<file path="src/htc_pkg.sv">
// Package of field positions, syndrome classes and enumerations for the highest-level trap block
package htc_pkg;

  // ----------------------------------------------------------------
  // Field positions within the configuration word
  // ----------------------------------------------------------------
  localparam int unsigned KEY_ACCESS_TRAP_POS = 16;
  localparam int unsigned ERROR_RECORD_TRAP_POS = 15;
  localparam int unsigned ORDERING_REGION_TRAP_POS = 14;
  localparam int unsigned EVENT_WAIT_TRAP_POS = 13;
  localparam int unsigned INTERRUPT_WAIT_TRAP_POS = 12;
  localparam int unsigned SECURE_TIMER_TRAP_POS = 11;
  localparam int unsigned FIELD_LSB = 11;
  localparam int unsigned FIELD_MSB = 16;

  // ----------------------------------------------------------------
  // Syndrome exception classes
  // ----------------------------------------------------------------
  localparam logic [5:0] EC_UNKNOWN = 6'h00;
  localparam logic [5:0] EC_WAIT = 6'h01;
  localparam logic [5:0] EC_COPROC_32 = 6'h03;
  localparam logic [5:0] EC_SYSREG_64 = 6'h18;

  // Value that fields take on warm reset (architecturally unknown; any value is legal)
  localparam logic [5:0] FIELD_RESET = 6'h00;

  // ----------------------------------------------------------------
  // Exception levels
  // ----------------------------------------------------------------
  localparam logic [1:0] EL0 = 2'h0;
  localparam logic [1:0] EL1 = 2'h1;
  localparam logic [1:0] EL2 = 2'h2;
  localparam logic [1:0] EL3 = 2'h3;

  // Kind of request presented for a trap decision
  typedef enum logic [2:0] {
    HTC_REQ_NONE,
    HTC_REQ_KEY_REG,
    HTC_REQ_ERR_REC,
    HTC_REQ_ERR_REC_EXT,
    HTC_REQ_ORDER_REG,
    HTC_REQ_TIMER_REG,
    HTC_REQ_EVENT_WAIT,
    HTC_REQ_INT_WAIT
  } htc_req_e;

endpackage

</file>
<file path="src/htc_cfg_if.sv">
// Interface carrying the effective trap fields from the field store to the decision logic
`timescale 1ns/100ps
`default_nettype none

interface htc_cfg_if;
  logic key_access_trap; // Effective value, zero traps
  logic error_record_trap;
  logic ordering_region_trap;
  logic event_wait_trap;
  logic interrupt_wait_trap;
  logic secure_timer_trap; // Effective value, zero traps
  logic [5:0] stored; // Raw stored field image for readback

  modport store (output key_access_trap, error_record_trap, ordering_region_trap,
                 event_wait_trap, interrupt_wait_trap, secure_timer_trap, stored);
  modport use_cfg (input key_access_trap, error_record_trap, ordering_region_trap,
                   event_wait_trap, interrupt_wait_trap, secure_timer_trap, stored);
endinterface

`default_nettype wire

</file>
<file path="src/htc_field_store.sv">
// Storage of the six trap fields with feature gating and effective values
`timescale 1ns/100ps
`default_nettype none

module htc_field_store (
  // Clock and reset
  input wire logic sys_clk_in,
  input wire logic rstn_in,
  // Write port
  input wire logic wr_en_in,
  input wire logic [5:0] wr_data_in,
  // Feature presence
  input wire logic feat_pauth_in,
  input wire logic feat_el3_in,
  input wire logic feat_ras_in,
  input wire logic feat_lor_in,
  input wire logic feat_sec_state_in,
  input wire logic feat_realm_in,
  input wire logic sec_el2_en_in,
  // Effective fields out
  htc_cfg_if.store cfg
);

  // ----------------------------------------------------------------
  // Per-bit writable mask
  // ----------------------------------------------------------------
  logic [5:0] field; // Stored field image, bit 0 is the timer trap
  logic [5:0] impl_mask; // One where the governing feature exists
  logic timer_present; // Timer trap exists unless realm-only part

  assign timer_present = !(feat_realm_in && !feat_sec_state_in);
  // Absent features read zero and ignore writes
  assign impl_mask = {feat_pauth_in, feat_ras_in, feat_lor_in, 1'b1, 1'b1,
                      timer_present};

  // Warm reset loads FIELD_RESET (all zero); software must program first
  always_ff @(posedge sys_clk_in) begin
    if (!rstn_in) begin
      field <= htc_pkg::FIELD_RESET;
    end else if (wr_en_in) begin
      field <= wr_data_in & impl_mask;
    end
  end

  assign cfg.stored = field & impl_mask;
  // Key trap: absent feature gives no trap; no EL3 means treated as one
  assign cfg.key_access_trap = !feat_pauth_in || !feat_el3_in || field[5];
  assign cfg.error_record_trap = feat_ras_in && field[4];
  assign cfg.ordering_region_trap = feat_lor_in && field[3];
  assign cfg.event_wait_trap = field[2];
  assign cfg.interrupt_wait_trap = field[1];
  // Secure EL2 enabled forces the no-trap value
  assign cfg.secure_timer_trap = !timer_present || sec_el2_en_in || field[0];

endmodule

`default_nettype wire

</file>
<file path="src/htc_trap_ctrl.sv">
// Trap decision logic for the highest-level secure configuration fields
`timescale 1ns/100ps
`default_nettype none

module htc_trap_ctrl (
  // Clock and reset
  input wire logic sys_clk_in,
  input wire logic rstn_in,
  // Field write and readback
  input wire logic cfg_wr_en_in,
  input wire logic [5:0] cfg_wr_data_in,
  output logic [5:0] cfg_rd_data_out,
  // Feature presence straps
  input wire logic feat_pauth_in,
  input wire logic feat_el3_in,
  input wire logic feat_ras_in,
  input wire logic feat_ras_ext_in,
  input wire logic feat_lor_in,
  input wire logic feat_timed_wait_in,
  input wire logic feat_sec_state_in,
  input wire logic feat_realm_in,
  input wire logic sec_el2_en_in,
  // Request to decide
  input wire logic req_valid_in,
  input wire logic [2:0] req_kind_in,
  input wire logic [1:0] req_el_in,
  input wire logic req_state32_in,
  input wire logic req_secure_in,
  input wire logic req_timed_in,
  input wire logic req_cond_pass_in,
  input wire logic req_would_block_in,
  input wire logic req_el2_trapped_in,
  input wire logic req_lower_trapped_in,
  input wire logic req_undefined_in,
  // Decision
  output logic dec_valid_out,
  output logic trap_el3_out,
  output logic undef_out,
  output logic [5:0] syndrome_exception_class_out
);

  // ----------------------------------------------------------------
  // Field storage
  // ----------------------------------------------------------------
  htc_cfg_if cfg_bus ();

  htc_field_store u_store (
    .sys_clk_in(sys_clk_in),
    .rstn_in(rstn_in),
    .wr_en_in(cfg_wr_en_in),
    .wr_data_in(cfg_wr_data_in),
    .feat_pauth_in(feat_pauth_in),
    .feat_el3_in(feat_el3_in),
    .feat_ras_in(feat_ras_in),
    .feat_lor_in(feat_lor_in),
    .feat_sec_state_in(feat_sec_state_in),
    .feat_realm_in(feat_realm_in),
    .sec_el2_en_in(sec_el2_en_in),
    .cfg(cfg_bus.store)
  );

  // ----------------------------------------------------------------
  // Request decode
  // ----------------------------------------------------------------
  htc_pkg::htc_req_e kind; // Request kind
  logic below_el3; // Requester is EL0..EL2
  logic el1_or_el2; // Requester is EL1 or EL2
  logic hit_key; // Key register access trapped
  logic hit_err; // Error-record access trapped
  logic hit_lor; // Ordering-region access trapped
  logic hit_timer; // Secure timer access trapped
  logic hit_wait_e; // Event wait trapped
  logic hit_wait_i; // Interrupt wait trapped
  logic wait_ok; // Wait qualifies for trapping
  logic timer_undef; // Timer access undefined at EL0
  logic any_trap; // Some trap fires
  logic [5:0] next_ec; // Syndrome class to report

  assign kind = htc_pkg::htc_req_e'(req_kind_in);
  assign below_el3 = req_el_in != htc_pkg::EL3;
  assign el1_or_el2 = (req_el_in == htc_pkg::EL1) || (req_el_in == htc_pkg::EL2);

  // Key registers trap on a zero field unless EL2 already took it
  assign hit_key = (kind == htc_pkg::HTC_REQ_KEY_REG) && el1_or_el2
                   && !cfg_bus.key_access_trap && !req_el2_trapped_in;

  // Base and extended error-record sets; extended only with the feature
  assign hit_err = el1_or_el2 && cfg_bus.error_record_trap
                   && ((kind == htc_pkg::HTC_REQ_ERR_REC)
                   || (kind == htc_pkg::HTC_REQ_ERR_REC_EXT && feat_ras_ext_in));

  // Ordering-region trap yields to the lower-level trap and to undefined
  assign hit_lor = (kind == htc_pkg::HTC_REQ_ORDER_REG) && el1_or_el2
                   && cfg_bus.ordering_region_trap && !req_undefined_in
                   && !req_el2_trapped_in;

  // Secure timer: Secure EL1 in 64-bit state only; EL3 always passes
  assign hit_timer = (kind == htc_pkg::HTC_REQ_TIMER_REG)
                     && (req_el_in == htc_pkg::EL1) && req_secure_in
                     && !req_state32_in && !cfg_bus.secure_timer_trap;
  assign timer_undef = (kind == htc_pkg::HTC_REQ_TIMER_REG)
                       && (req_el_in == htc_pkg::EL0);

  // Waits: blocking, not caught lower, condition passed in 32-bit state,
  // timed variant only when that feature exists
  assign wait_ok = below_el3 && req_would_block_in && !req_lower_trapped_in
                   && (!req_state32_in || req_cond_pass_in)
                   && (!req_timed_in || feat_timed_wait_in);
  assign hit_wait_e = (kind == htc_pkg::HTC_REQ_EVENT_WAIT) && wait_ok
                      && cfg_bus.event_wait_trap;
  assign hit_wait_i = (kind == htc_pkg::HTC_REQ_INT_WAIT) && wait_ok
                      && cfg_bus.interrupt_wait_trap;

  assign any_trap = hit_key || hit_err || hit_lor || hit_timer || hit_wait_e || hit_wait_i;

  // Syndrome selection; 32-bit error-record accesses use the coprocessor class
  always_comb begin
    next_ec = htc_pkg::EC_UNKNOWN;
    if (hit_wait_e || hit_wait_i) begin
      next_ec = htc_pkg::EC_WAIT;
    end else if (hit_err && req_state32_in) begin
      next_ec = htc_pkg::EC_COPROC_32;
    end else if (any_trap) begin
      next_ec = htc_pkg::EC_SYSREG_64;
    end
  end

  // ----------------------------------------------------------------
  // Registered decision, one cycle after the request
  // ----------------------------------------------------------------
  always_ff @(posedge sys_clk_in) begin
    if (!rstn_in) begin
      dec_valid_out <= 1'b0;
      trap_el3_out <= 1'b0;
      undef_out <= 1'b0;
      syndrome_exception_class_out <= htc_pkg::EC_UNKNOWN;
      cfg_rd_data_out <= htc_pkg::FIELD_RESET;
    end else begin
      dec_valid_out <= req_valid_in;
      trap_el3_out <= req_valid_in && any_trap;
      undef_out <= req_valid_in && timer_undef;
      syndrome_exception_class_out <= req_valid_in ? next_ec : htc_pkg::EC_UNKNOWN;
      cfg_rd_data_out <= cfg_bus.stored;
    end
  end

  // ----------------------------------------------------------------
  // Checks
  // ----------------------------------------------------------------
  a_wait_class: assert property (@(posedge sys_clk_in) disable iff (!rstn_in)
    (req_valid_in && kind == htc_pkg::HTC_REQ_EVENT_WAIT && wait_ok && cfg_bus.event_wait_trap)
    |=> (trap_el3_out && syndrome_exception_class_out == 6'h01))
    else $error("event wait not trapped with class 0x01");
  a_err_32_class: assert property (@(posedge sys_clk_in) disable iff (!rstn_in)
    (req_valid_in && hit_err && req_state32_in) |=> syndrome_exception_class_out == 6'h03)
    else $error("32-bit error record class wrong");
  a_timer_el2_en: assert property (@(posedge sys_clk_in) disable iff (!rstn_in)
    (req_valid_in && sec_el2_en_in && kind == htc_pkg::HTC_REQ_TIMER_REG) |=> !trap_el3_out)
    else $error("timer trapped with Secure EL2 enabled");
  a_el3_no_trap: assert property (@(posedge sys_clk_in) disable iff (!rstn_in)
    (req_valid_in && req_el_in == htc_pkg::EL3) |=> !trap_el3_out)
    else $error("EL3 request trapped");
  a_cond_fail: assert property (@(posedge sys_clk_in) disable iff (!rstn_in)
    (req_valid_in && req_state32_in && !req_cond_pass_in
     && (kind == htc_pkg::HTC_REQ_EVENT_WAIT || kind == htc_pkg::HTC_REQ_INT_WAIT))
    |=> !trap_el3_out)
    else $error("failed condition wait trapped");
  a_key_el2: assert property (@(posedge sys_clk_in) disable iff (!rstn_in)
    (req_valid_in && kind == htc_pkg::HTC_REQ_KEY_REG && req_el2_trapped_in) |=> !trap_el3_out)
    else $error("key access trapped after EL2 trap");
  a_no_block: assert property (@(posedge sys_clk_in) disable iff (!rstn_in)
    (req_valid_in && !req_would_block_in && kind == htc_pkg::HTC_REQ_INT_WAIT) |=> !trap_el3_out)
    else $error("non-blocking wait trapped");
  a_readback: assert property (@(posedge sys_clk_in) disable iff (!rstn_in)
    (cfg_wr_en_in && !feat_lor_in) |=> ##1 !cfg_rd_data_out[3])
    else $error("absent ordering-region field reads one");

  // Without EL3 the key control must never route anything up
  a_key_no_el3: assert property (@(posedge sys_clk_in) disable iff (!rstn_in)
    (req_valid_in && kind == htc_pkg::HTC_REQ_KEY_REG && !feat_el3_in) |=> !trap_el3_out)
    else $error("key access trapped without EL3");

  // 64-bit error-record access with the field set reports the system-register class
  a_err_64_class: assert property (@(posedge sys_clk_in) disable iff (!rstn_in)
    (req_valid_in && kind == htc_pkg::HTC_REQ_ERR_REC && el1_or_el2 && feat_ras_in
     && cfg_bus.stored[4] && !req_state32_in)
    |=> (trap_el3_out && syndrome_exception_class_out == htc_pkg::EC_SYSREG_64))
    else $error("64-bit error record not trapped with class 0x18");

  // Extended error records exist only with the extension
  a_err_ext_absent: assert property (@(posedge sys_clk_in) disable iff (!rstn_in)
    (req_valid_in && kind == htc_pkg::HTC_REQ_ERR_REC_EXT && !feat_ras_ext_in)
    |=> !trap_el3_out)
    else $error("extended error record trapped without extension");

  // Undefined ordering-region accesses are left to the undefined path
  a_lor_undef: assert property (@(posedge sys_clk_in) disable iff (!rstn_in)
    (req_valid_in && kind == htc_pkg::HTC_REQ_ORDER_REG && req_undefined_in)
    |=> !trap_el3_out)
    else $error("undefined ordering-region access trapped");

  // Timed waits without the feature are never caught here
  a_timed_no_feat: assert property (@(posedge sys_clk_in) disable iff (!rstn_in)
    (req_valid_in && req_timed_in && !feat_timed_wait_in
     && (kind == htc_pkg::HTC_REQ_EVENT_WAIT || kind == htc_pkg::HTC_REQ_INT_WAIT))
    |=> !trap_el3_out)
    else $error("timed wait trapped without feature");

  // Interrupt wait that qualifies reports the wait class
  a_int_wait_class: assert property (@(posedge sys_clk_in) disable iff (!rstn_in)
    (req_valid_in && kind == htc_pkg::HTC_REQ_INT_WAIT && wait_ok
     && cfg_bus.interrupt_wait_trap)
    |=> (trap_el3_out && syndrome_exception_class_out == htc_pkg::EC_WAIT))
    else $error("interrupt wait not trapped with class 0x01");

  // Conditional interrupt wait that fails its condition never traps
  a_int_cond_fail: assert property (@(posedge sys_clk_in) disable iff (!rstn_in)
    (req_valid_in && req_state32_in && !req_cond_pass_in
     && kind == htc_pkg::HTC_REQ_INT_WAIT) |=> !trap_el3_out)
    else $error("failed condition interrupt wait trapped");

  // Secure EL1 64-bit timer access with a clear field goes up
  a_timer_secure: assert property (@(posedge sys_clk_in) disable iff (!rstn_in)
    (req_valid_in && kind == htc_pkg::HTC_REQ_TIMER_REG && req_el_in == htc_pkg::EL1
     && req_secure_in && !req_state32_in && !sec_el2_en_in
     && !(feat_realm_in && !feat_sec_state_in) && !cfg_bus.stored[0])
    |=> (trap_el3_out && syndrome_exception_class_out == htc_pkg::EC_SYSREG_64))
    else $error("secure timer access not trapped");

  // EL0 timer access is undefined, never a trap
  a_timer_el0: assert property (@(posedge sys_clk_in) disable iff (!rstn_in)
    (req_valid_in && kind == htc_pkg::HTC_REQ_TIMER_REG && req_el_in == htc_pkg::EL0)
    |=> (undef_out && !trap_el3_out))
    else $error("EL0 timer access not undefined");

  // Realm part without Secure state keeps the timer bit at zero
  a_realm_timer_rd: assert property (@(posedge sys_clk_in) disable iff (!rstn_in)
    (cfg_wr_en_in && feat_realm_in && !feat_sec_state_in) |=> ##1 !cfg_rd_data_out[0])
    else $error("timer field reads one on realm-only part");

  // No request, no answer
  a_idle_quiet: assert property (@(posedge sys_clk_in) disable iff (!rstn_in)
    (!req_valid_in) |=> (!dec_valid_out && !trap_el3_out
                         && syndrome_exception_class_out == htc_pkg::EC_UNKNOWN))
    else $error("answer without request");

endmodule

`default_nettype wire

</file>
<file path="config.mk">
export PLATFORM = sky130hd
export DESIGN_NAME = htc_trap_ctrl
export DESIGN_NICKNAME = d
export VERILOG_FILES = /design/src/htc_pkg.sv /design/src/htc_cfg_if.sv /design/src/htc_field_store.sv /design/src/htc_trap_ctrl.sv
export SDC_FILE = /design/constraint.sdc
export NUM_CORES = 1
export LEC_CHECK = 0
export BUFFER_PORTS_ARGS = -buffer_cell sky130_fd_sc_hd__buf_2
export CAP_MARGIN = 5
export CORE_MARGIN = 1.5
export CORE_UTILIZATION = 44
export CTS_CLUSTER_SIZE = 40
export DETAILED_ROUTE_END_ITERATION = 10
export GPL_ROUTABILITY_DRIVEN = 0
export MAX_ROUTING_LAYER = met4
export PLACE_DENSITY = 0.9
export SYNTH_ARGS = -nofsm -noshare
export SYNTH_HDL_FRONTEND = slang
export SYNTH_SLANG_ARGS = --single-unit
</file>
<file path="constraint.sdc">
create_clock -name sys_clk_in -period 2 [get_ports sys_clk_in]
set_input_delay 0.3 -clock sys_clk_in [delete_from_list [all_inputs] [get_ports sys_clk_in]]
set_output_delay 0.3 -clock sys_clk_in [all_outputs]
set_load 0.02 [all_outputs]
</file>
# After elaboration in Yosys (flattened, before gate mapping)
# Index checks and enable logic that the tools add are counted.
[totals]
input_bits = 32
ram_bits = 0
elab_cells = 83
reg_bits = 20
n_memories = 0
out_inout_bits = 15
latch_bits = 0
mem_bits_ro = 0
[op_classes]
shift = 0
n_bitwise = 4
mux = 3
n_reduce_logical = 58
n_mul = 0
order_cmp = 0
n_eq_ne = 10
add_sub_neg = 0
div = 0
[op_table]
columns = ["operator", "n"]
rows = [
  ["$logic_and A1 B1 Y1", 29],
  ["$logic_or A1 B1 Y1", 14],
  ["$and A6 B6 Y6", 2],
  ["$eq A3 B3 Y1 const B", 4],
  ["$logic_not A1 Y1", 11],
  ["$eq A3 B2 Y1 const B", 2],
  ["$mux W5", 1],
  ["$reduce_or A4 Y1", 1],
  ["$eq A3 B1 Y1 const B", 1],
  ["$reduce_or A3 Y1", 1],
  ["$eq A2 B1 Y1 const B", 1],
  ["$eq A2 B2 Y1 const B", 1],
  ["$logic_not A2 Y1", 1],
  ["$mux W2", 1],
  ["$ne A2 B2 Y1 const B", 1],
  ["$not A1 Y1", 2],
  ["$reduce_and A2 Y1", 1],
  ["$mux W1", 1],
]

# Depth between registers and ports, before layout
[depth]
depth_word = 14
depth_mapped = 6
depth_no_buf = 6

# Modules after synthesis
# A second synthesis with hierarchy kept.
[unflattened]
hier_cells = 89
area_unflattened_um2 = 840.8
[modules_own_cells]
columns = ["mod", "area_per_inst_um2", "n_inst", "cells_each", "seq_area_each_um2"]
rows = [
  ["htc_trap_ctrl", 520.5, 1, 54, 240.2],
  ["htc_field_store", 320.3, 1, 35, 120.1],
]

# Least setup slack after synthesis
# OpenSTA, ideal clock, no wires.
[synth_timing]
path_kind = "input-to-reg"
startpoint = "in req_el_in[0]"
endpoint = "reg syndrome_exception_class_out[0]"
arrival_ps = 1271
cell_stages = 4
required_time_ps = 1930
path_slack_ps = 659
setup_ps = 70
n_path_buf = 0
cell_sequence = "ha_1 > nand4b_1 > or4_1 > a21oi_1"
[synth_via]
elab_chain_len = 9
word_cells_on_any_way = 18
classes_between = "eq/ne: 3; mux: 2; reduce/logical: 13"
[synth_rtl]
columns = ["item", "line", "source"]
rows = [
  ["start, declared", "htc_trap_ctrl.sv:26", "input wire logic [1:0] req_el_in,"],
  ["$ne A2 B2 Y1", "htc_trap_ctrl.sv:80", "assign below_el3 = req_el_in != htc_pkg::EL3;"],
  ["$logic_and A1 B1 Y1 (2 in series)", "htc_trap_ctrl.sv:106", "assign wait_ok = below_el3 && req_would_block_in && !req_lower_trapped_in"],
  ["$logic_and A1 B1 Y1", "htc_trap_ctrl.sv:107", "&& (!req_state32_in || req_cond_pass_in)"],
  ["$logic_and A1 B1 Y1", "htc_trap_ctrl.sv:108", "&& (!req_timed_in || feat_timed_wait_in);"],
  ["$logic_and A1 B1 Y1, on equally long branches", "htc_trap_ctrl.sv:109, htc_trap_ctrl.sv:111", ""],
  ["$logic_and A1 B1 Y1, on equally long branches", "htc_trap_ctrl.sv:110, htc_trap_ctrl.sv:112", ""],
  ["$logic_or A1 B1 Y1", "htc_trap_ctrl.sv:119", "if (hit_wait_e || hit_wait_i) begin"],
  ["$mux W1 (*)", "htc_trap_ctrl.sv:119", ""],
  ["end signal, assigned", "htc_trap_ctrl.sv:136", "syndrome_exception_class_out <= htc_pkg::EC_UNKNOWN;"],
  ["end signal, assigned", "htc_trap_ctrl.sv:142", "syndrome_exception_class_out <= req_valid_in ? next_ec : htc_pkg::EC_UNKNOWN;"],
  ["end, declared", "htc_trap_ctrl.sv:39", "output logic [5:0] syndrome_exception_class_out"],
]
# Mark *: on every way between the ends. The rest lies on a longest branch, timed or not.
# A chain may end at the register's enable or synchronous reset.

# Worst setup path after layout
[layout_timing]
startpoint = "in req_el_in[0]"
endpoint = "reg syndrome_exception_class_out[3]"
[layout_via]
elab_chain_len = 11
word_cells_on_any_way = 34
classes_between = "eq/ne: 3; mux: 1; reduce/logical: 30"
[layout_rtl]
columns = ["item", "line", "source"]
rows = [
  ["$eq A2 B1 Y1 or $eq A2 B2 Y1 (tied branches)", "htc_trap_ctrl.sv:81, htc_trap_ctrl.sv:99", ""],
  ["$logic_or A1 B1 Y1", "htc_trap_ctrl.sv:81", "assign el1_or_el2 = (req_el_in == htc_pkg::EL1) || (req_el_in == htc_pkg::EL2);"],
  ["$logic_and A1 B1 Y1, on equally long branches", "htc_trap_ctrl.sv:84, htc_trap_ctrl.sv:93", ""],
  ["$logic_and A1 B1 Y1, on equally long branches (2 in series)", "htc_trap_ctrl.sv:85, htc_trap_ctrl.sv:94", ""],
  ["$logic_or A1 B1 Y1 or $logic_and A1 B1 Y1 (tied branches)", "htc_trap_ctrl.sv:114, htc_trap_ctrl.sv:95", ""],
  ["$logic_or A1 B1 Y1 (4 in series)", "htc_trap_ctrl.sv:114", "assign any_trap = hit_key || hit_err || hit_lor || hit_timer || hit_wait_e || hit_wait_i;"],
  ["$mux W5", "htc_trap_ctrl.sv:123", "end else if (any_trap) begin"],
]
# Several ways; a longest one is shown, not always the timed one.

==> results.yml <==
drt:
  drt_iter0_markers: 12
  ant_nets: 0
  route.detailed.drc: 0
  vias: 716
  wl_um: 1760
  avgRoutedWirePerCell_um: 11.8
  drtPass1Iterations: 4
  avgViaCountPerCell: 4.77
setup_path:
  critical-path-max-stage-delay_ns: 0.35
  critPathKind: "input port to flip-flop"
  crit_start: "req_el_in[0]"
  path_max_fanout: 3
  r2r_slack_ns: 0.68
  start_kind: "input port"
  timing.critical_path.mode_cell: "nand2_1"
  crit_chain: "buf_2 > inv_1 > ha_1 > nand2_1 > nor4_1 > nand2_1 > nor4b_2"
  timing.rr.end: "syndrome_exception_class_out[3]"
  cp.arrival_ns: 1.50
  slowest_stage: "nor4_1"
  crit_required_ns: 2.17
  cp_top_family: "simple AND/OR/NAND/NOR gates"
  crit_buf_inv: 2
  cp-end-kind: "flip-flop"
  reg2reg_depth: 4
  reg2reg_from: "u_store.field[4]"
die:
  start_util: 0.459
  core_um2: 1710
  io_pins: 47
  rows: 15
  fp.dieW_um: 45.2
  die-area_um2: 2050
  die_y_um: 45.2
clock_network:
  cts_tree: "done"
  htree_num_levels: 1
  cts_buffers: 3
  clk_pin_slew_ns: 0.11
  postCtsHoldBufs: 0
  numClockSinks: 18
  clock_latency_ns: 0.29
  root_buffer: "clkbuf_4"
  post_cts_buffers: 0
  cts_max_path_buffers: 2
  cts_resized: 0
power:
  ir_worst_vdd_mv: 0.290
  p_leak_nw: 0.520
  power_density_nw_per_um2: 655
min_path:
  hold_start: "cfg_wr_data_in[2]"
  hold_end: "u_store.field[2]"
  hold_path.class: "input port to flip-flop"
  hold_depth: 3
final_layout:
  fillers: 152
  postLayoutCoreUtil: 0.612
  area_growth_pct: 33.3
  n_antenna_cell: 0
  mostFrequentLayoutCell: "buf_2"
  final_cell_mix: "44 x buf_2, 18 x dfxtp_1, 7 x nand2b_1, 7 x nand2_1"
  nets: 161
  final_layout_size_suffix_gt1_frac: 0.408
yosys:
  synthTopCellsByArea: "dfxtp_1 46%, nand2b_1 5.6%, ha_1 4.8%"
  ys_warn_count: 0
  synth_top_area_frac: 0.459
  syn_inst: 81
  netlist_area_um2: 785
  ys_seq_area_frac: 0.459
  syn_area_per_cell_um2: 9.69
  ys_seq_elements: 18
  synth_cell_types: 28
  yosysTopAreaCell: "dfxtp_1"
sta:
  maxSlewViolCount: 0
  grt_setup_unrepaired: "no"
  fin_tns_setup_ns: 0
  fin_crit_ns: 1.33
  fmax_ghz: 0.754
  hold_viol: 0
  setup_slack_ns: 0.674
  fin_skew_ns: 0.00903
  final-setup-viol-count: 0
  min_period_over_period: 0.663
place:
  dp_hpwl_um: 1350
  dp_slack_ns: 0.418
  portBuffers: 44
global_routing:
  antenna_found_initial: 0
  grt_pass1_wl_um: 2630
  grtUsageTotal: 0.183
  overflow: 0
  grt_pass1_vias: 684
  grt_max_degree: 14
outcome:
  status: "finished clean"
job:
  drv_cap: 0
-- logic make-up after synthesis --
kind of cell	share of synthesized area
other	0.00478
and+or+nand+nor	0.319
buffers and inverters	0.0526
AOI/OAI and AO/OA	0.0782
adders and majority gates	0.0479
muxes	0.0383
DFF	0.459
-- cell type report --
| cell class | count | area (µm²) | area share |
|---|---|---|---|
| Timing Repair Buffer | 44 | 220 | 0.211 |
| Inverter | 3 | 11.3 | 0.0108 |
| Tap cell | 25 | 31.3 | 0.0299 |
| Clock buffer | 4 | 36.3 | 0.0347 |
| Sequential cell | 18 | 360 | 0.344 |
| Multi-Input combinational cell | 56 | 387 | 0.370 |
-- worst max-delay path by stage --
stage	to	slack [ns]	cells past startpoint
3_3_place_gp	trap_el3_out	0.50	5
6_report	syndrome_exception_class_out[3]	0.67	7
4_1_cts	syndrome_exception_class_out[3]	0.71	4
3_5_place_dp	syndrome_exception_class_out[3]	0.42	7
5_1_grt	syndrome_exception_class_out[3]	0.57	4
2_1_floorplan	syndrome_exception_class_out[0]	0.66	4
-- per-layer routing --
layer | GRT usage | wire (µm)
met5 | - | 0
met2 | 0.314 | 857
met3 | 0.0240 | 113
met4 | 0.100 | 29
met1 | 0.201 | 763
-- state kept, by name, summed over array words and instances, names as in the netlist --
name	count
undef_out	1
dec_valid_out	1
u_store.field	6
trap_el3_out	1
syndrome_exception_class_out	3
cfg_rd_data_out	6
-- report_power, final --
part / internal (mW) / total, mW / switching [mW] / leakage, nW
Combinational: 0.0442 / 0.0909 / 0.0467 / 0.352
Sequential: 0.368 / 0.373 / 0.00476 / 0.146
Clock: 0.111 / 0.221 / 0.110 / 0.0210
-- worst register-to-register path: cells and delay by family (launching register included) --
family | cells | cell delay [ns]
simple gates | 4 | 0.85
flops | 1 | 0.36
-- stage by stage --
stage	cell area, µm²	hold slack, ns	cells	power, mW
floorplan	788	0.451	82	0.427
global placement	1010	0.464	146	0.469
detailed placement	1010	0.476	146	0.471
CTS	1050	0.263	150	0.691
global route	1050	0.264	150	0.713
finish	1050	0.271	150	0.685
-- Yosys cell counts --
master and number:
nand3b_1 1, nand2b_1 7, a311oi_1 1, buf_4 3
nor4b_2 1, nor2b_2 1, dfxtp_1 18, or3b_1 1
mux2i_1 3, and2_1 2, nor4_1 2, and3_1 4
a21oi_1 2, nand4bb_1 1, o22ai_2 1, clkbuf_1 2
nor2_1 2, ha_1 3, inv_1 3, or4_1 1
nand3_1 4, nor2b_1 2, nand2_1 7, nor4b_1 1
nor3_1 1, a21boi_0 4, nand4b_1 2, conb_1 1
Power figures use the tool's default switching activity.
